**src/fsb_addr_pkg.sv**
```systemverilog
// Package: widths, field positions, reset values and timing for the address phase block.
// Assumes one core clock mclk at 100 MHz; the link strobes are sampled, not used as clocks.
package fsb_addr_pkg;
    localparam int ADDR_W = 29;              // Address lines carry bits 31..3
    localparam int ADDR_LSB = 3;
    localparam int REQ_W = 5;
    localparam int STB_W = 2;
    localparam int LO_W = 14;                // Bits 16..3 ride on strobe 0
    localparam int HI_W = 15;                // Bits 31..17 ride on strobe 1
    localparam int A20_POS = 20 - ADDR_LSB;  // Bit 20 inside the 29-bit field
    localparam logic [28:0] ADDR_RST = 29'h0000_0000;
    localparam logic [4:0] REQ_RST = 5'h0_0;
    localparam logic [1:0] STB_IDLE_N = 2'h3;
    localparam int CLK_PERIOD_NS = 10;
    localparam int STB_TIMEOUT_NS = 2000;    // Longest wait for the strobes of a sub-phase, counted from valid or from the end of sub-phase 1
    localparam int STB_TIMEOUT_CYC = STB_TIMEOUT_NS / CLK_PERIOD_NS;
    localparam logic [7:0] STB_TIMEOUT_CNT = 8'(STB_TIMEOUT_CYC);
endpackage : fsb_addr_pkg

```
**src/sync2.sv**
```systemverilog
// Two-flop synchroniser for pin inputs, one per bit.
// Assumes the input is asynchronous to mclk; only the second flop is read.
`timescale 1ns/10ps
module sync2 #(
    parameter int W = 1,
    parameter logic [W-1:0] RST = '0
) (
    // Clock and reset
    input wire logic mclk,
    input wire logic rstn,
    // Data
    input wire logic [W-1:0] din,
    output logic [W-1:0] dout
);
    logic [W-1:0] meta_q;
    logic [W-1:0] meta_d;
    logic [W-1:0] out_q;
    logic [W-1:0] out_d;

    // Next values
    always_comb begin
        meta_d = din;
        out_d = meta_q;
    end

    // First flop runs through reset, so it already holds the pin level when reset lifts
    always_ff @(posedge mclk) begin
        meta_q <= meta_d;
    end

    // Second flop reset to the idle pin level, so no false edge follows reset
    always_ff @(posedge mclk) begin
        if (!rstn) begin
            out_q <= RST;
        end else begin
            out_q <= out_d;
        end
    end

    assign dout = out_q;
endmodule // sync2

```
**src/fsb_address_phase.sv**
```systemverilog
// Address-phase unit of a front side bus agent: drives and receives the address phase.
// Assumes active-low pins resolved by the bench from enables, strobes slow against mclk.
// Operation
// - Sub-phase 1 drives the byte-block address bits 31..3 on the address lines.
// - Sub-phase 2 reuses the same lines to carry the transaction type.
// - Receiver captures address lines on address strobe edges, not the bus clock.
// - Address lines are sampled as straps before reset is released.
// - Mask input forces address bit 20 low before lookup and bus access.
// - Requester asserts address-valid strobe when address and request lines are valid.
// - All agents start decode and checks when address-valid strobe activates; this block only on strobes it does not drive itself.
// - Strobe 0 qualifies request lines and bits 16..3; strobe 1 bits 31..17.
`timescale 1ns/10ps
module fsb_address_phase (
    // Clock and reset
    input wire logic mclk,
    input wire logic rstn,
    // Internal request side
    input wire logic req_start,
    input wire logic [28:0] req_addr,
    input wire logic [4:0] req_type_a,
    input wire logic [28:0] req_type_b,
    output logic req_busy,
    // Mask pin and platform handshake
    input wire logic addr_bit20_mask_n,
    input wire logic target_ready_n,
    // Address lines, three signals each
    input wire logic [28:0] addr_n_i,
    output logic [28:0] addr_n_o,
    output logic [28:0] addr_n_oe,
    input wire logic [4:0] req_n_i,
    output logic [4:0] req_n_o,
    output logic [4:0] req_n_oe,
    input wire logic [1:0] addr_source_strobes_n_i,
    output logic [1:0] addr_source_strobes_n_o,
    output logic [1:0] addr_source_strobes_n_oe,
    input wire logic addr_valid_strobe_n_i,
    output logic addr_valid_strobe_n_o,
    output logic addr_valid_strobe_n_oe,
    // Received transaction, straps and mask state
    output logic rx_valid,
    output logic [28:0] rx_addr,
    output logic [4:0] rx_req_a,
    output logic [28:0] rx_type_b,
    output logic rx_start,
    output logic rx_timeout,
    output logic [28:0] strap_q_o,
    output logic mask_active
);
    typedef enum logic [2:0] {TX_IDLE, TX_P1, TX_P1H, TX_P2, TX_P2H} tx_state_t;
    typedef enum logic [1:0] {RX_IDLE, RX_P1, RX_P2} rx_state_t;

    // Active-low pin to logic-one conversion, used on the address lines only
    function automatic logic [28:0] pin_to_val(input logic [28:0] p);
        return ~p;
    endfunction

    logic [28:0] addr_s;
    logic [4:0] req_s;
    logic [1:0] stb_s;
    logic ads_s;
    logic mask_s;
    logic target_ready_s;
    logic [28:0] addr_v;

    // Every pin passes two flops before any logic reads it
    sync2 #(.W(29), .RST('1)) u_sa (.mclk(mclk), .rstn(rstn), .din(addr_n_i), .dout(addr_s));
    sync2 #(.W(5), .RST('1)) u_sr (.mclk(mclk), .rstn(rstn), .din(req_n_i), .dout(req_s));
    sync2 #(.W(2), .RST('1)) u_ss (.mclk(mclk), .rstn(rstn), .din(addr_source_strobes_n_i), .dout(stb_s));
    sync2 #(.W(1), .RST('1)) u_sv (.mclk(mclk), .rstn(rstn), .din(addr_valid_strobe_n_i), .dout(ads_s));
    sync2 #(.W(1), .RST('1)) u_sm (.mclk(mclk), .rstn(rstn), .din(addr_bit20_mask_n), .dout(mask_s));
    sync2 #(.W(1), .RST('1)) u_st (.mclk(mclk), .rstn(rstn), .din(target_ready_n), .dout(target_ready_s));

    // Address lines in logic-one polarity; a function result cannot be part-selected
    assign addr_v = pin_to_val(addr_s);

    // ---------------- Transmit side ----------------
    tx_state_t tx_q, tx_d;
    logic [28:0] tx_addr_q, tx_addr_d;
    logic [4:0] tx_req_q, tx_req_d;
    logic [28:0] tx_b_q, tx_b_d;
    logic [1:0] stb_o_q, stb_o_d;
    logic ads_o_q, ads_o_d;
    logic drive_q, drive_d;
    logic mask_q, mask_d;
    logic busy_q, busy_d;
    logic [28:0] masked_addr;

    // Mask is loaded on reset release and refreshed in every idle cycle or once the platform shows target ready,
    // so a write that toggles the mask acts on the next transaction
    always_comb begin
        mask_d = mask_q;
        if (!target_ready_s || tx_q == TX_IDLE) begin
            mask_d = ~mask_s;
        end
    end

    // Bit 20 cleared before the address leaves the block
    always_comb begin
        masked_addr = req_addr;
        if (mask_q) begin
            masked_addr[fsb_addr_pkg::A20_POS] = 1'b0;
        end
    end

    // Two sub-phases, each strobed with a falling then rising edge
    always_comb begin
        tx_d = tx_q;
        tx_addr_d = tx_addr_q;
        tx_req_d = tx_req_q;
        tx_b_d = tx_b_q;
        stb_o_d = fsb_addr_pkg::STB_IDLE_N;
        ads_o_d = 1'b1;
        drive_d = drive_q;
        busy_d = busy_q;
        unique case (tx_q)
            TX_IDLE: begin
                drive_d = 1'b0;
                busy_d = 1'b0;
                if (req_start && ads_s) begin
                    tx_d = TX_P1;
                    tx_addr_d = ~masked_addr;
                    tx_req_d = ~req_type_a;
                    tx_b_d = ~req_type_b;
                    drive_d = 1'b1;
                    busy_d = 1'b1;
                    ads_o_d = 1'b0;
                end
            end
            TX_P1: begin
                stb_o_d = 2'h0;
                tx_d = TX_P1H;
            end
            TX_P1H: begin
                tx_addr_d = tx_b_q;
                tx_req_d = ~fsb_addr_pkg::REQ_RST; // Request pins high, value zero
                tx_d = TX_P2;
            end
            TX_P2: begin
                stb_o_d = 2'h0;
                tx_d = TX_P2H;
            end
            TX_P2H: begin
                tx_d = TX_IDLE;
            end
            default: tx_d = TX_IDLE;
        endcase
    end

    always_ff @(posedge mclk) begin
        if (!rstn) begin
            tx_q <= TX_IDLE;
            tx_addr_q <= '1;
            tx_req_q <= '1;
            tx_b_q <= '1;
            stb_o_q <= fsb_addr_pkg::STB_IDLE_N;
            ads_o_q <= 1'b1;
            drive_q <= 1'b0;
            mask_q <= 1'b0;
            busy_q <= 1'b0;
        end else begin
            tx_q <= tx_d;
            tx_addr_q <= tx_addr_d;
            tx_req_q <= tx_req_d;
            tx_b_q <= tx_b_d;
            stb_o_q <= stb_o_d;
            ads_o_q <= ads_o_d;
            drive_q <= drive_d;
            mask_q <= mask_d;
            busy_q <= busy_d;
        end
    end

    assign addr_n_o = tx_addr_q;
    assign addr_n_oe = {29{drive_q}};
    assign req_n_o = tx_req_q;
    assign req_n_oe = {5{drive_q}};
    assign addr_source_strobes_n_o = stb_o_q;
    assign addr_source_strobes_n_oe = {2{drive_q}};
    assign addr_valid_strobe_n_o = ads_o_q;
    assign addr_valid_strobe_n_oe = drive_q;
    assign req_busy = busy_q;
    assign mask_active = mask_q;

    // ---------------- Receive side ----------------
    rx_state_t rx_q, rx_d;
    logic [1:0] stb_prev_q, stb_prev_d;
    logic ads_prev_q, ads_prev_d;
    logic [28:0] rxa_q, rxa_d;
    logic [4:0] rxr_q, rxr_d;
    logic [28:0] rxb_q, rxb_d;
    logic [1:0] got_q, got_d;
    logic val_q, val_d;
    logic start_q, start_d;
    logic tmo_q, tmo_d;
    logic [7:0] wait_q, wait_d;
    logic [28:0] strap_q, strap_d;
    logic strap_done_q, strap_done_d;
    logic strap_arm_q, strap_arm_d;
    logic [1:0] fall;
    logic ads_fall;

    assign fall = stb_prev_q & ~stb_s;
    assign ads_fall = ads_prev_q & ~ads_s & ~drive_q;

    // Capture on strobe falls; each half of the lines by its own strobe
    always_comb begin
        rx_d = rx_q;
        stb_prev_d = stb_s;
        ads_prev_d = ads_s;
        rxa_d = rxa_q;
        rxr_d = rxr_q;
        rxb_d = rxb_q;
        got_d = got_q;
        val_d = 1'b0;
        start_d = 1'b0;
        tmo_d = 1'b0;
        wait_d = wait_q;
        strap_d = strap_q;
        strap_done_d = strap_done_q;
        strap_arm_d = 1'b1;
        // Second edge after release: the sync output then holds the pins seen during reset
        if (strap_arm_q && !strap_done_q) begin
            strap_d = addr_v;
            strap_done_d = 1'b1;
        end
        unique case (rx_q)
            RX_IDLE: begin
                if (ads_fall) begin
                    start_d = 1'b1;
                    rx_d = RX_P1;
                    got_d = 2'h0;
                    wait_d = '0;
                end
            end
            RX_P1, RX_P2: begin
                wait_d = wait_q + 8'h01;
                if (fall[0]) begin
                    if (rx_q == RX_P1) begin
                        rxa_d[fsb_addr_pkg::LO_W-1:0] = addr_v[fsb_addr_pkg::LO_W-1:0];
                        rxr_d = ~req_s;
                    end else begin
                        rxb_d[fsb_addr_pkg::LO_W-1:0] = addr_v[fsb_addr_pkg::LO_W-1:0];
                    end
                end
                if (fall[1]) begin
                    if (rx_q == RX_P1) begin
                        rxa_d[28:fsb_addr_pkg::LO_W] = addr_v[28:fsb_addr_pkg::LO_W];
                    end else begin
                        rxb_d[28:fsb_addr_pkg::LO_W] = addr_v[28:fsb_addr_pkg::LO_W];
                    end
                end
                got_d = got_q | fall;
                if (got_d == 2'h3) begin
                    got_d = 2'h0;
                    wait_d = '0;
                    if (rx_q == RX_P1) begin
                        rx_d = RX_P2;
                    end else begin
                        rx_d = RX_IDLE;
                        val_d = 1'b1;
                    end
                end else if (wait_q == fsb_addr_pkg::STB_TIMEOUT_CNT) begin
                    rx_d = RX_IDLE;
                    tmo_d = 1'b1;
                end
            end
            default: rx_d = RX_IDLE;
        endcase
    end

    always_ff @(posedge mclk) begin
        if (!rstn) begin
            rx_q <= RX_IDLE;
            stb_prev_q <= fsb_addr_pkg::STB_IDLE_N;
            ads_prev_q <= 1'b1;
            rxa_q <= fsb_addr_pkg::ADDR_RST;
            rxr_q <= fsb_addr_pkg::REQ_RST;
            rxb_q <= fsb_addr_pkg::ADDR_RST;
            got_q <= 2'h0;
            val_q <= 1'b0;
            start_q <= 1'b0;
            tmo_q <= 1'b0;
            wait_q <= '0;
            strap_q <= fsb_addr_pkg::ADDR_RST;
            strap_done_q <= 1'b0;
            strap_arm_q <= 1'b0;
        end else begin
            rx_q <= rx_d;
            stb_prev_q <= stb_prev_d;
            ads_prev_q <= ads_prev_d;
            rxa_q <= rxa_d;
            rxr_q <= rxr_d;
            rxb_q <= rxb_d;
            got_q <= got_d;
            val_q <= val_d;
            start_q <= start_d;
            tmo_q <= tmo_d;
            wait_q <= wait_d;
            strap_q <= strap_d;
            strap_done_q <= strap_done_d;
            strap_arm_q <= strap_arm_d;
        end
    end

    assign rx_valid = val_q;
    assign rx_addr = rxa_q;
    assign rx_req_a = rxr_q;
    assign rx_type_b = rxb_q;
    assign rx_start = start_q;
    assign rx_timeout = tmo_q;
    assign strap_q_o = strap_q;

    // Checks
    bit20_clear_a: assert property (@(posedge mclk) disable iff (!rstn)
        (tx_q == TX_IDLE && tx_d == TX_P1 && mask_q) |=> tx_addr_q[fsb_addr_pkg::A20_POS])
        else $error("bit 20 not forced low");
    valid_drive_a: assert property (@(posedge mclk) disable iff (!rstn)
        !ads_o_q |-> drive_q ##1 !stb_o_q[0] && !stb_o_q[1])
        else $error("valid strobe without strobes");
    phase_two_a: assert property (@(posedge mclk) disable iff (!rstn)
        (tx_q == TX_P1H) |=> (tx_addr_q == tx_b_q) ##1 (stb_o_q == 2'h0))
        else $error("sub-phase 2 not driven");
    rx_start_a: assert property (@(posedge mclk) disable iff (!rstn)
        (ads_fall && rx_q == RX_IDLE) |=> rx_start && rx_q == RX_P1)
        else $error("decode not started");
    rx_done_a: assert property (@(posedge mclk) disable iff (!rstn)
        rx_start |-> ##[1:210] (rx_valid || rx_timeout))
        else $error("receive never ended");
    strap_hold_a: assert property (@(posedge mclk) disable iff (!rstn)
        strap_done_q |=> $stable(strap_q))
        else $error("strap moved after reset");
    oe_idle_a: assert property (@(posedge mclk) disable iff (!rstn)
        (tx_q == TX_IDLE && !drive_q) |-> addr_valid_strobe_n_o && stb_o_q == 2'h3)
        else $error("idle pins not high");
    mask_follow_a: assert property (@(posedge mclk) disable iff (!rstn)
        (tx_q == TX_IDLE) |=> mask_q == !$past(mask_s))
        else $error("mask not refreshed");
endmodule // fsb_address_phase

```
**config.mk**
```make
export PLATFORM = sky130hd
export DESIGN_NAME = fsb_address_phase
export DESIGN_NICKNAME = d
export VERILOG_FILES = /design/src/fsb_addr_pkg.sv /design/src/sync2.sv /design/src/fsb_address_phase.sv
export SDC_FILE = /design/constraint.sdc
export NUM_CORES = 1
export LEC_CHECK = 0
export BUFFER_PORTS_ARGS = -buffer_cell sky130_fd_sc_hd__buf_2
export CELL_PAD_IN_SITES_DETAIL_PLACEMENT = 0
export CELL_PAD_IN_SITES_GLOBAL_PLACEMENT = 1
export CORE_ASPECT_RATIO = 0.5
export CORE_UTILIZATION = 40
export CTS_BUF_LIST = sky130_fd_sc_hd__clkbuf_8
export DETAILED_ROUTE_END_ITERATION = 8
export PLACE_DENSITY = 0.87
export SYNTH_ARGS = -nofsm -noshare
export SYNTH_HDL_FRONTEND = slang
export SYNTH_SLANG_ARGS = --single-unit
```
**constraint.sdc**
```tcl
create_clock -name mclk -period 2.23 [get_ports mclk]
set_clock_uncertainty 0.1 [all_clocks]
set_input_delay 0.3345 -clock mclk [delete_from_list [all_inputs] [get_ports mclk]]
set_output_delay 0.3345 -clock mclk [all_outputs]
set_load 0.1 [all_outputs]
```
# ---- After elaboration in Yosys (flattened, before gate mapping)
# Index checks and enable logic that the tools add are counted.
dict set report totals {
  register_bits 261
  in_bits 105
}
dict set report op_classes {
  n_addsub 1
  muxes 25
  eq_ne 10
  reduce_logical 23
  n_bitwise 16
}
# op n
set ops {}
lappend ops {{NOT 29 bit} 3}
lappend ops {{case mux 29 bit (2 select lines)} 1}
lappend ops {{two-way mux 29 bit} 1}
lappend ops {{two-way mux 8 bit} 2}
lappend ops {{case mux 8 bit (2 select lines)} 1}
lappend ops {{AND reduction 3 bit} 5}
lappend ops {{two-way mux 2 bit} 7}
lappend ops {{case mux 3 bit (4 select lines)} 1}
lappend ops {{AND reduction 2 bit} 6}
lappend ops {{NOT 5 bit} 2}
lappend ops {{case mux 5 bit (2 select lines)} 1}
lappend ops {{adder 8 x 1 -> 8 bit (second input constant)} 1}
lappend ops {{== test 8 bit (second input constant)} 1}
lappend ops {{case mux 2 bit (2 select lines)} 2}
lappend ops {{two-way mux 1 bit} 7}
lappend ops {{== test 3 x 2 -> 1 bit (second input constant)} 2}
lappend ops {{NOT 1 bit} 6}
lappend ops {{two-way mux 5 bit} 1}
lappend ops {{== test 2 bit (second input constant)} 2}
lappend ops {{nonzero test 2 bit} 2}
lappend ops {{OR reduction 2 bit} 2}
lappend ops {{== test 3 x 1 -> 1 bit (second input constant)} 1}
lappend ops {{zero test 3 bit} 1}
lappend ops {{two-way mux 3 bit} 1}
lappend ops {{13 further kinds} 16}

# ---- Depth between registers and ports, before layout
# Gate-level depths: netlist of run 1.
dict set report logic_depth {
  ltp_word 6
  mapped_depth 7
}

# ---- Hierarchy
# Synthesis of run 1 repeated with hierarchy kept, for this count alone.
dict set report hier_totals {
  cells_unflattened 855
  area_unflattened_um2 8634.5
}
# mod cells_per_inst area_each_um2 instances seq_area_each_um2
set by_module_without_submodules {}
lappend by_module_without_submodules {fsb_address_phase 735 6805.3 1 3643.5}
lappend by_module_without_submodules {{sync2 at u_sa} 90 1366.3 1 1161.1}
lappend by_module_without_submodules {{sync2 at u_sr} 15 231.5 1 200.2}
lappend by_module_without_submodules {{sync2 at u_sm ...} 3 46.3 3 40.0}
lappend by_module_without_submodules {{sync2 at u_ss} 6 92.6 1 80.1}

# ---- Worst setup path before layout of run 1
# No wires, ideal clock.
dict set report synth_path {
  path_kind {register to register}
  startpoint {register req_busy (netlist name)}
  endpoint {register got_q[1]}
  path_slack_ns -0.444
  arrival_ns 2.458
  required_time_ns 2.014
  path_stages_with_launch 6
  path_cell_list {dfxtp_1 -> nor3b_1 -> mux2i_1 -> buf_2 -> o21ai_0 -> o211a_1}
}
# item line
set synth_rtl {}
lappend synth_rtl {{end signal: assignment} fsb_address_phase.sv:294} ;# got_q <= got_d;
lappend synth_rtl {{end: declaration} fsb_address_phase.sv:191} ;# logic [1:0] got_q, got_d;

==> out/metrics.yaml, run 1 <==
final_antenna_net_count: 0
timing.critical_path.cells: "buf_4 > buf_2"
clk_lat_worst_skew_ns: 0.53
final_net_count: 1295
worst_path_dominant_cell_family: "buffers and inverters"
synthesis.yosys.warnings: 0
clk_transition_reported_paths_ns: 0.07
cp_num_buf_inv: 2
totalNegativeSetupSlack_ns: 0
cp-start-kind: "flop"
mostFrequentLayoutCells: "274 x sky130_fd_sc_hd__buf_2, 259 x sky130_fd_sc_hd__dfxtp_1, 198 x sky130_fd_sc_hd__nand2_1"
layout-area-overhead-vs-synth_pct: 36.5
floorplan.die_area_um2: 22700
synth_fp_nets: 957
grt_remaining_overflow: 0
drt_drc_violations_left: 0
die_x_um: 212
proportion_of_synthesized_area_in_mux_cells: 0.00227
holdCritPathClass: "in2reg"
register_to_register_path_depth: 6
post_synth_fa_ha_maj_area_fraction: 0.00566
drt_iter0_markers: 495
static-leakage-power_nw: 6.46
p_total_mw: 11.9
critical_path_class: "reg2out"
routed_wl_mm: 22.9
postPlaceCellArea_um2: 10300
syn_area_um2: 8840
powerDensity_nw_per_um2: 985
avgSynthCellArea_um2: 10.4
synth_ff_type: "sky130_fd_sc_hd__dfxtp_1"
worst-endpoint-arrival_ns: 1.61
netlist-cell-type-count: 45
cts-root-to-sink-buffers: 3
io_pins: 276
hold_path_end: "addr_n_o[17]"
compound_cell_area_share_of_the_yosys_netlist: 0.187
timing.critical_path.slowest_stage_cell: "sky130_fd_sc_hd__buf_2"
place_congestion: 0.793
grt_pass1_vias: 7001
grt_pass1_wl_mm: 35.5
ys_ff_latch: 260
tritoncts: "yes"
layout-drive-gt1-share: 0.302
grt_use_total: 0.195
synth_simple_gate_area_share: 0.152
detail_routed_net_length_per_standard_cell_um: 15.2
reg2reg_slack_ns: 0.20
route.vias.total: 7355
end_kind: "primary output"
final_cell_area_um2: 12100
ir_worst_vdd_mv: 0.549
starting_density_of_the_core: 0.408
worst_hold_path_depth: 3
report.final.hold_viol_count: 0
cts_repair_resize_count: 0
number_of_flops_mapped_to_enable_cells_by_yosys: 0
final_min_period_over_clock_period: 0.918
fmax_mhz: 488
drt-vias-per-instance: 4.86
maximum_number_of_pins_on_one_net_before_global_route_repair: 65
clock_sink_count: 260
worstHoldStart: "req_addr[17]"
setup_ws_ns: 0.182
synthXorXnorAreaFrac: 0.000991
report.final.slew_viol_count: 0
core_um2: 21700
setup_violations: 0
vert_die_dim_um: 107
tritoncts.num_buffers: 37
ys_async_sr_fraction: 0
rsz0062_at_grt: "no"
timing.critical_path.slowest_cell_delay_ns: 0.49
preCtsSetupSlack_ns: 0.218
syn_inst: 848
r2r_path_start: "rx_q[0]"
clock_tree.root_cell: "sky130_fd_sc_hd__clkbuf_8"
grt_antenna_before_repair: 0
hpwl_mm: 14.5
antenna-diode-count: 0
layout_commonest_cell: "sky130_fd_sc_hd__buf_2"
row_count: 38
timing.max_slew.rel_slack: 0.570
timing.max_cap.violations: 0
length_of_the_first_detailed_routing_pass_in_iterations: 6
status: "finished clean"
cp_data_required_time_ns: 1.80
worstPathMaxFanout: 39
synth-seq-area-share: 0.589
layout_min_cycle_time_ns: 2.05
buffer_ports.inserted: 275
r2r_end: "wait_q[3]"
max_slew.worst_pin.slew_ns: 0.639
number_of_h_tree_branching_levels: 2
synth_top_family_by_area: "compound AO/OA/AOI/OAI gates"
[cells in the mapped netlist, drive strengths merged (2+ instances only)]
master	count	share of area
dfxtp	260	0.59
inv	7	0.0030
o2111ai	33	0.033
clkbuf	38	0.016
nor3	5	0.0034
nand3	8	0.0059
and2	5	0.0035
nand4	5	0.0035
o221a	2	0.0025
ha	4	0.0057
nand2b	46	0.033
a21oi	3	0.0017
mux2i	2	0.0023
nor2b	4	0.0028
o211ai	32	0.027
buf	60	0.044
o32ai	4	0.0061
nand2	199	0.085
o211a	94	0.11
o21ai	6	0.0038
and3	3	0.0023
nor3b	2	0.0017
or2b	3	0.0027
a21boi	2	0.0017
nor2	11	0.0055
o21a	2	0.0017
[through the flow]
step	util	hold slack (ns)	cells
finish	0.557	0.101	1512
global route	0.557	0.0809	1512
CTS	0.557	0.0663	1512
detailed placement	0.475	0.293	1346
global placement	0.475	0.291	1346
floorplan	-	0.262	848
[how the worst max path moves through the flow]
stage / to / slack (ns) / depth (start not counted) / from
2_1_floorplan: wait_q[1] / 0.21 / 4 / req_busy
3_3_place_gp: wait_q[4] / 0.34 / 6 / rx_q[0]
3_5_place_dp: wait_q[4] / 0.22 / 6 / rx_q[0]
4_1_cts: addr_n_oe[14] / 0.12 / 2 / req_busy
5_1_grt: wait_q[3] / 0.04 / 6 / rx_q[0]
6_report: addr_n_oe[14] / 0.18 / 2 / req_busy
[sequential cells by signal, summed over array words and instances (netlist names), 8 cells and up]
register / count
rx_type_b: 29
addr_n_o: 29
u_sa.dout: 29
strap_q_o: 29
wait_q: 8
rx_addr: 29
u_sa.meta_q: 29
tx_b_q: 29
[routing by layer]
metal	GRT usage	part of all wire	wire, µm	vias to the layer above
met1	0.244	0.44	10100	3455
met5	0	0	0	-
li1	-	-	-	3600
met2	0.315	0.46	10600	240
met4	0.0848	0.034	774	0
met3	0.0545	0.066	1520	60
[area by class of cell]
cell class	instances	area, µm²
clock buffer	47	647
clock inverter	18	120
fill	1915	9610
inverter	7	26.3
multi-input combinational	483	3090
sequential	260	5210
tap	300	375
timing repair buffer	397	2600
[timing repair]
action	CTS	global route
hold buffers	101	0
buffers inserted	0	0
endpoints found under the hold margin	101	0
[power breakdown]
group | internal (mW) | switching (mW)
clock | 2.04 | 1.82
combinational | 0.623 | 2.28
sequential | 4.96 | 0.170
total | 7.62 | 4.26
[worst reg2reg max path: cells and delay by family, from the launching register on]
kind | cells | cell delay [ns]
AO/OA/AOI/OAI | 2 | 0.81
flip-flops | 1 | 0.37
adder cells (fa/ha/maj) | 1 | 0.32
AND/OR/NAND/NOR | 1 | 0.17
buffers and inverters | 2 | 0.16
[cell families (layout without fill, tap and decap cells)]
kind of cell | Yosys count | in the layout
fa+ha+maj | 4 | 4
buf+inv | 105 | 469
flops | 260 | 260
compound gates | 181 | 181
mux | 2 | 2
xor+xnor | 1 | 1
simple gates | 295 | 295
No activity file was read; power rests on OpenSTA's default activity.
==> inputs of run 2 (changes only) <==
--- a/config.mk
+++ b/config.mk
@@ -13,6 +13,7 @@
 export CTS_BUF_LIST = sky130_fd_sc_hd__clkbuf_8
 export DETAILED_ROUTE_END_ITERATION = 8
 export PLACE_DENSITY = 0.87
+export REMOVE_ABC_BUFFERS = 1
 export SYNTH_ARGS = -nofsm -noshare
 export SYNTH_HDL_FRONTEND = slang
 export SYNTH_SLANG_ARGS = --single-unit
==> run 2 against run 1 <==
The run now ends with DRC left. First-iteration DRC count is 8.9% lower. Die area stayed put. Combinational power is 4% higher. Critical path depth stayed put. Worst hold slack better by 0.0095 ns. Count of clock-buffer cells in the layout is 4 lower. Maximum frequency is 3.9% lower. Final cell count is 0.26% lower. Clock power is 4% lower. Global-route usage is 0.37 points higher. Largest power group unchanged.
==> out/metrics.yaml, run 2 (same netlist as run 1, synthesis figures left out) <==
postPlaceCellArea_um2: 10500  # was 10300 µm²
holdCritPathClass: "in2reg"  # unchanged
worstPathMaxFanout: 39  # unchanged
buffer_ports.inserted: 275  # unchanged
timing.max_slew.rel_slack: 0.389  # was 0.570
rsz0062_at_grt: "yes"  # was no
r2r_end: "wait_q[3]"  # unchanged
timing.critical_path.slowest_stage_cell: "sky130_fd_sc_hd__clkbuf_4"  # was sky130_fd_sc_hd__buf_2
timing.critical_path.slowest_cell_delay_ns: 0.43  # was 0.49 ns
grt_pass1_wl_mm: 36.0  # was 35.5 mm
hpwl_mm: 14.8  # was 14.5 mm
grt_use_total: 0.199  # was 0.195
totalNegativeSetupSlack_ns: 0  # unchanged
starting_density_of_the_core: 0.408  # unchanged
clk_lat_worst_skew_ns: 0.52  # was 0.53 ns
worst-endpoint-arrival_ns: 1.70  # was 1.61 ns
setup_violations: 0  # unchanged
cp_data_required_time_ns: 1.80  # about the same
grt_antenna_before_repair: 0  # unchanged
preCtsSetupSlack_ns: 0.225  # was 0.218 ns
final_net_count: 1292  # was 1295
layout-area-overhead-vs-synth_pct: 39.4  # was 36.5%
worst_path_dominant_cell_family: "buffers and inverters"  # unchanged
ir_worst_vdd_mv: 0.514  # was 0.549 mV
drt-vias-per-instance: 4.88  # was 4.86
length_of_the_first_detailed_routing_pass_in_iterations: 9  # was 6
vert_die_dim_um: 107  # unchanged
layout_commonest_cell: "sky130_fd_sc_hd__dfxtp_1"  # was sky130_fd_sc_hd__buf_2
clk_transition_reported_paths_ns: 0.07  # about the same
final_min_period_over_clock_period: 0.955  # was 0.918
switching_power_mw: 4.28  # was 4.26 mW
timing.max_cap.violations: 0  # unchanged
layout.core_utilization: 0.568  # was 0.557
netSwitchingFraction: 0.361  # was 0.359
reg2reg_slack_ns: 0.20  # about the same
setup_ws_ns: 0.0994  # was 0.182 ns
cts-root-to-sink-buffers: 3  # unchanged
drt_iter0_markers: 451  # was 495
max_slew.worst_pin.slew_ns: 0.891  # was 0.639 ns
tritoncts: "yes"  # unchanged
worst_hold_slack_ns: 0.111  # was 0.101 ns
r2r_path_start: "rx_q[0]"  # unchanged
cp_num_buf_inv: 2  # unchanged
static-leakage-power_nw: 6.49  # was 6.46 nW
report.final.hold_viol_count: 0  # unchanged
power.internal_mw: 7.58  # was 7.62 mW
layout-drive-gt1-share: 0.296  # was 0.302
crit_path_start: "req_busy"  # unchanged
routed_wl_mm: 23.5  # was 22.9 mm
failed_checks: "DRC"
floorplan.die_area_um2: 22700  # unchanged
critical_path_class: "reg2out"  # unchanged
mostFrequentLayoutCells: "260 x sky130_fd_sc_hd__dfxtp_1, 236 x sky130_fd_sc_hd__buf_2, 198 x sky130_fd_sc_hd__nand2_1"  # was 274 x sky130_fd_sc_hd__buf_2, 259 x sky130_fd_sc_hd__dfxtp_1, 198 x sky130_fd_sc_hd__nand2_1
finalNonFillerCells: 1508  # was 1512
detail_routed_net_length_per_standard_cell_um: 15.6  # was 15.2 µm
grt_pass1_vias: 7125  # was 7001
number_of_h_tree_branching_levels: 2  # unchanged
p_total_mw: 11.9  # about the same
fmax_mhz: 469  # was 488 MHz
tritoncts.num_buffers: 38  # was 37
drt_drc_violations_left: 2  # was 0
status: "finished, violations left"  # was finished clean
cp-start-kind: "flop"  # unchanged
fraction_of_power_consumed_by_combinational_cells: 0.255  # was 0.244
maximum_number_of_pins_on_one_net_before_global_route_repair: 66  # was 65
timing.critical_path.cells: "buf_8 > clkbuf_4"  # was buf_4 > buf_2
register_to_register_path_depth: 6  # unchanged
power_frac_clock: 0.313  # was 0.324
final_antenna_net_count: 0  # unchanged
grt_remaining_overflow: 0  # unchanged
antenna-diode-count: 0  # unchanged
clock_sink_count: 260  # unchanged
report.final.slew_viol_count: 0  # unchanged
die_x_um: 212  # unchanged
critPathCapture: "addr_n_oe[23]"  # was addr_n_oe[14]
place_congestion: 0.819  # was 0.793
clock_tree.root_cell: "sky130_fd_sc_hd__clkbuf_8"  # unchanged
route.vias.total: 7354  # was 7355
final_cell_area_um2: 12300  # was 12100 µm²
io_pins: 276  # unchanged
end_kind: "primary output"  # unchanged
placedCellCount: 1342  # was 1346
row_count: 38  # unchanged
depth_of_the_critical_timing_path_with_buffers_and_inverters_included: 2  # unchanged
postcts_setup_bufs: 0  # unchanged
seq_power_share: 0.432  # about the same
powerDensity_nw_per_um2: 963  # was 985 nW/µm²
layout_min_cycle_time_ns: 2.13  # was 2.05 ns
core_um2: 21700  # unchanged
-- run 2: area by class of cell --
class	count	area (µm²)
Fill cell	1842	9360
Sequential cell	260	5200
Multi-Input combinational cell	483	3090
Timing Repair Buffer	393	2900
Clock buffer	43	592
Tap cell	300	375
Clock inverter	22	140
Inverter	7	26.3
-- run 2: worst register-to-register path, cell delays in order, from the launching register on --
cell and delay, ns:
sky130_fd_sc_hd__dfxtp_1 0.36, sky130_fd_sc_hd__inv_1 0.06, sky130_fd_sc_hd__ha_1 0.32, sky130_fd_sc_hd__inv_1 0.09, sky130_fd_sc_hd__o32ai_4 0.49, sky130_fd_sc_hd__nand3_4 0.17, sky130_fd_sc_hd__o32ai_1 0.33
-- run 2: repair_timing --
item,CTS,global route
setup endpoints to repair,19,19
gates resized for setup,1,22
hold buffers,101,0
hold endpoints to repair,101,0
-- run 2: worst min path at each step --
stage,startpoint,end,slack (ns),cells past startpoint
after CTS,req_addr[17],addr_n_o[17],0.08,3
final,rstn,addr_n_o[9],0.11,2
after floorplan,rstn,strap_arm_q,0.26,0
after detailed placement,u_sa.meta_q[10],u_sa.dout[10],0.29,1
after global placement,u_sa.meta_q[8],u_sa.dout[8],0.29,1
after global routing,rstn,u_sm.dout,0.11,2
-- run 2: power groups by stage --
stage	combinational [mW]	clock, mW	sequential (mW)
6_report	3.03	3.71	5.13
2_1_floorplan	0.495	0	6.62
3_5_place_dp	2.85	0	5.22
3_3_place_gp	2.83	0	5.21
4_1_cts	3.00	3.82	5.12
5_1_grt	3.16	4.07	5.16
-- run 2: routing by layer --
layer | share of wire | global-route usage
met5 | 0 | 0
met4 | 0.024 | 0.0694
met3 | 0.062 | 0.0527
met2 | 0.50 | 0.357
met1 | 0.42 | 0.228
==> inputs of run 3 (changes only) <==
--- a/config.mk
+++ b/config.mk
@@ -5,11 +5,13 @@
 export SDC_FILE = /design/constraint.sdc
 export NUM_CORES = 1
 export LEC_CHECK = 0
+export ABC_AREA = 1
 export BUFFER_PORTS_ARGS = -buffer_cell sky130_fd_sc_hd__buf_2
 export CELL_PAD_IN_SITES_DETAIL_PLACEMENT = 0
 export CELL_PAD_IN_SITES_GLOBAL_PLACEMENT = 1
 export CORE_ASPECT_RATIO = 0.5
-export CORE_UTILIZATION = 40
+export CORE_MARGIN = 10
+export CORE_UTILIZATION = 39
 export CTS_BUF_LIST = sky130_fd_sc_hd__clkbuf_8
 export DETAILED_ROUTE_END_ITERATION = 8
 export PLACE_DENSITY = 0.87
==> run 3 against run 2 <==
The run now ends clean. Wire length is 7.8% higher. Area after synthesis is 0.51% lower. First-iteration DRC count is 1.3% higher. Combinational power is 64% higher. Core utilization is 3.0 points lower. Sequential power is 4.3% higher. Maximum frequency is 3.9% higher. Total power is 20% higher. Flip-flop and latch count stayed put. Synthesized cell count is 16% higher. Critical path type unchanged.
==> out/metrics.yaml, run 3 <==
number_of_flops_mapped_to_enable_cells_by_yosys: 0  # unchanged
row_count: 38  # unchanged
detail_routed_net_length_per_standard_cell_um: 15.5  # was 15.6 µm
finalNonFillerCells: 1630  # was 1508
worst_path_dominant_cell_family: "buffers and inverters"  # unchanged
report.final.slew_viol_count: 0  # unchanged
number_of_h_tree_branching_levels: 2  # unchanged
totalNegativeSetupSlack_ns: 0  # unchanged
worst-endpoint-arrival_ns: 1.62  # was 1.70 ns
post_synth_top_area_cell: "sky130_fd_sc_hd__dfxtp_1"  # unchanged
end_kind: "primary output"  # unchanged
drt-vias-per-instance: 4.63  # was 4.88
reg2reg_slack_ns: 0.33  # was 0.20 ns
grt_use_total: 0.164  # was 0.199
timing.max_cap.violations: 0  # unchanged
post_synth_main_area_contributors: "sky130_fd_sc_hd__dfxtp_1 59%, sky130_fd_sc_hd__nand2_1 7.7%, sky130_fd_sc_hd__a21oi_1 7.6%, sky130_fd_sc_hd__o21ai_0 6.3%, sky130_fd_sc_hd__or2_2 5.1%"  # was sky130_fd_sc_hd__dfxtp_1 59%, sky130_fd_sc_hd__o211a_1 11%, sky130_fd_sc_hd__nand2_1 8.5%, sky130_fd_sc_hd__o2111ai_1 3.3%, sky130_fd_sc_hd__nand2b_1 3.3%
ir_worst_vdd_mv: 0.837  # was 0.514 mV
grt_remaining_overflow: 0  # unchanged
die_x_um: 232  # was 212 µm
timing.critical_path.slowest_cell_delay_ns: 0.49  # was 0.43 ns
register_to_register_path_depth: 9  # was 6
avgSynthCellArea_um2: 8.92  # was 10.4 µm²
power.internal_mw: 8.15  # was 7.58 mW
setup_ws_ns: 0.179  # was 0.0994 ns
hpwl_mm: 16.6  # was 14.8 mm
r2r_path_start: "rx_q[0]"  # unchanged
report.final.hold_viol_count: 0  # unchanged
synth-seq-area-share: 0.592  # was 0.589
final_min_period_over_clock_period: 0.920  # was 0.955
placedCellCount: 1476  # was 1342
holdCritPathClass: "in2reg"  # unchanged
drt_iter0_markers: 457  # was 451
synthesis.yosys.warnings: 0  # unchanged
worstPathMaxFanout: 38  # was 39
netlist-cell-type-count: 28  # was 45
final_cell_area_um2: 11800  # was 12300 µm²
starting_density_of_the_core: 0.401  # was 0.408
r2r_end: "rx_type_b[18]"  # was wait_q[3]
ys_async_sr_fraction: 0  # unchanged
place_congestion: 0.791  # was 0.819
status: "finished clean"  # was finished, violations left
max_slew.worst_pin.slew_ns: 0.563  # was 0.891 ns
syn_area_um2: 8790  # was 8840 µm²
postPlaceCellArea_um2: 10200  # was 10500 µm²
cp-start-kind: "flop"  # unchanged
grt_pass1_wl_mm: 39.4  # was 36.0 mm
layout-area-overhead-vs-synth_pct: 34.3  # was 39.4%
synth_ff_type: "sky130_fd_sc_hd__dfxtp_1"  # unchanged
io_pins: 276  # unchanged
grt_pass1_vias: 7515  # was 7125
cts-root-to-sink-buffers: 3  # unchanged
fraction_of_power_consumed_by_combinational_cells: 0.349  # was 0.255
clk_lat_worst_skew_ns: 0.54  # was 0.52 ns
tritoncts: "yes"  # unchanged
seq_power_share: 0.376  # was 0.432
routed_wl_mm: 25.3  # was 23.5 mm
clock_tree.root_cell: "sky130_fd_sc_hd__clkbuf_8"  # unchanged
vert_die_dim_um: 126  # was 107 µm
length_of_the_first_detailed_routing_pass_in_iterations: 5  # was 9
clk_transition_reported_paths_ns: 0.06  # was 0.07 ns
ys_ff_latch: 260  # unchanged
netlist_top_cells_count: "260 x sky130_fd_sc_hd__dfxtp_1, 181 x sky130_fd_sc_hd__nand2_1, 133 x sky130_fd_sc_hd__a21oi_1"  # was 260 x sky130_fd_sc_hd__dfxtp_1, 199 x sky130_fd_sc_hd__nand2_1, 94 x sky130_fd_sc_hd__o211a_1
cp_data_required_time_ns: 1.80  # about the same
final_antenna_net_count: 0  # unchanged
static-leakage-power_nw: 5.39  # was 6.49 nW
timing.critical_path.slowest_stage_cell: "sky130_fd_sc_hd__buf_2"  # was sky130_fd_sc_hd__clkbuf_4
depth_of_the_critical_timing_path_with_buffers_and_inverters_included: 2  # unchanged
fmax_mhz: 488  # was 469 MHz
critPathCapture: "req_n_oe[0]"  # was addr_n_oe[23]
yosysMostFrequentCell: "sky130_fd_sc_hd__dfxtp_1"  # unchanged
cp_num_buf_inv: 2  # unchanged
timing.max_slew.rel_slack: 0.624  # was 0.389
layout_commonest_cell: "sky130_fd_sc_hd__buf_2"  # was sky130_fd_sc_hd__dfxtp_1
core_um2: 21900  # was 21700 µm²
switching_power_mw: 6.07  # was 4.28 mW
drt_drc_violations_left: 0  # was 2
final_net_count: 1410  # was 1292
crit_path_start: "req_busy"  # unchanged
layout_min_cycle_time_ns: 2.05  # was 2.13 ns
grt_antenna_before_repair: 1  # was 0
netSwitchingFraction: 0.427  # was 0.361
powerDensity_nw_per_um2: 1200  # was 963 nW/µm²
mostFrequentLayoutCells: "274 x sky130_fd_sc_hd__buf_2, 260 x sky130_fd_sc_hd__dfxtp_1, 181 x sky130_fd_sc_hd__nand2_1"  # was 260 x sky130_fd_sc_hd__dfxtp_1, 236 x sky130_fd_sc_hd__buf_2, 198 x sky130_fd_sc_hd__nand2_1
critical_path_class: "reg2out"  # unchanged
preCtsSetupSlack_ns: 0.354  # was 0.225 ns
power_frac_clock: 0.275  # was 0.313
buffer_ports.inserted: 275  # unchanged
tritoncts.num_buffers: 37  # was 38
floorplan.die_area_um2: 29300  # was 22700 µm²
clock_sink_count: 260  # unchanged
timing.critical_path.cells: "buf_4 > buf_2"  # was buf_8 > clkbuf_4
layout-drive-gt1-share: 0.322  # was 0.296
setup_violations: 0  # unchanged
route.vias.total: 7543  # was 7354
syn_inst: 986  # was 848
maximum_number_of_pins_on_one_net_before_global_route_repair: 105  # was 66
synth_largest_type_area_fraction: 0.592  # was 0.589
rsz0062_at_grt: "no"  # was yes
==> run 3: cell count changes in the layout (fill, tap and decap cells not counted), moves of 33 or more <==
cell / change
sky130_fd_sc_hd__o21ai_0: +105
sky130_fd_sc_hd__or2_2: +72
sky130_fd_sc_hd__a21oi_1: +130
sky130_fd_sc_hd__o211a_1: -94
sky130_fd_sc_hd__nand2b_1: -46
sky130_fd_sc_hd__buf_2: +38
sky130_fd_sc_hd__o2111ai_1: -33
==> run 3: logic make-up (layout without fill, tap and decap cells) <==
| logic type | count (synthesis) | count (layout) | share of synthesized area |
|---|---|---|---|
| flip-flops | 260 | 260 | 0.592 |
| AND/OR/NAND/NOR | 328 | 328 | 0.174 |
| AO/OA/AOI/OAI | 260 | 260 | 0.150 |
| buffers and inverters | 134 | 477 | 0.0783 |
| other | 0 | 1 | 0 |
| adder cells (fa/ha/maj) | 4 | 4 | 0.00569 |
==> run 3: cell type report <==
class / instances / area (µm²)
clock buffer: 50 / 688
clock inverter: 17 / 98.8
sequential: 260 / 5200
timing repair buffer: 374 / 2390
inverter: 36 / 136
multi-input combinational: 592 / 2910
tap: 300 / 375
fill: 2002 / 10100
antenna: 1 / 2.50
==> run 3: routing by layer <==
metal | vias to the layer above | part of all wire | GRT usage
met5 | - | 0 | 0
li1 | 3828 | - | -
met4 | 0 | 0.036 | 0.0737
met1 | 3429 | 0.39 | 0.174
met3 | 57 | 0.065 | 0.0437
met2 | 229 | 0.51 | 0.301
==> run 3: per-stage QoR <==
| stage | power [mW] | util | hold slack (ns) |
|---|---|---|---|
| 2_1_floorplan | 8.64 | - | 0.262 |
| 3_3_place_gp | 10.2 | 0.463 | 0.292 |
| 3_5_place_dp | 10.3 | 0.463 | 0.294 |
| 4_1_cts | 14.3 | 0.539 | 0.000503 |
| 5_1_grt | 14.9 | 0.539 | 0.0205 |
| 6_report | 14.2 | 0.539 | 0.0268 |
==> run 3: worst min-delay path, cell delays in order <==
cell and delay (ns):
sky130_fd_sc_hd__buf_2 0.08, sky130_fd_sc_hd__o21ai_0 0.07, sky130_fd_sc_hd__nand2_1 0.07, sky130_fd_sc_hd__nand3_1 0.05
==> run 3: how the worst min path moves through the flow <==
stage,start,end,slack [ns],depth (start not counted)
after floorplan,rstn,strap_arm_q,0.26,0
after global placement,u_sm.dout,mask_active,0.29,1
after detailed placement,u_sm.dout,mask_active,0.29,1
after CTS,req_addr[19],addr_n_o[19],0.0005,4
after global routing,req_addr[6],addr_n_o[6],0.02,4
final,req_addr[9],addr_n_o[9],0.03,4
==> run 3: power groups by stage <==
stage	Clock, mW	Sequential (mW)	Combinational, mW
final	3.91	5.35	4.96
after global routing	4.28	5.40	5.23
after CTS	4.03	5.35	4.97
after detailed placement	0	5.44	4.85
after global placement	0	5.43	4.79
after floorplan	0	7.59	1.05
==> run 3: what timing repair did <==
item,CTS,global route
hold endpoints to repair,86,0
gates resized for setup,0,0
setup buffers,0,0
hold buffers,86,0
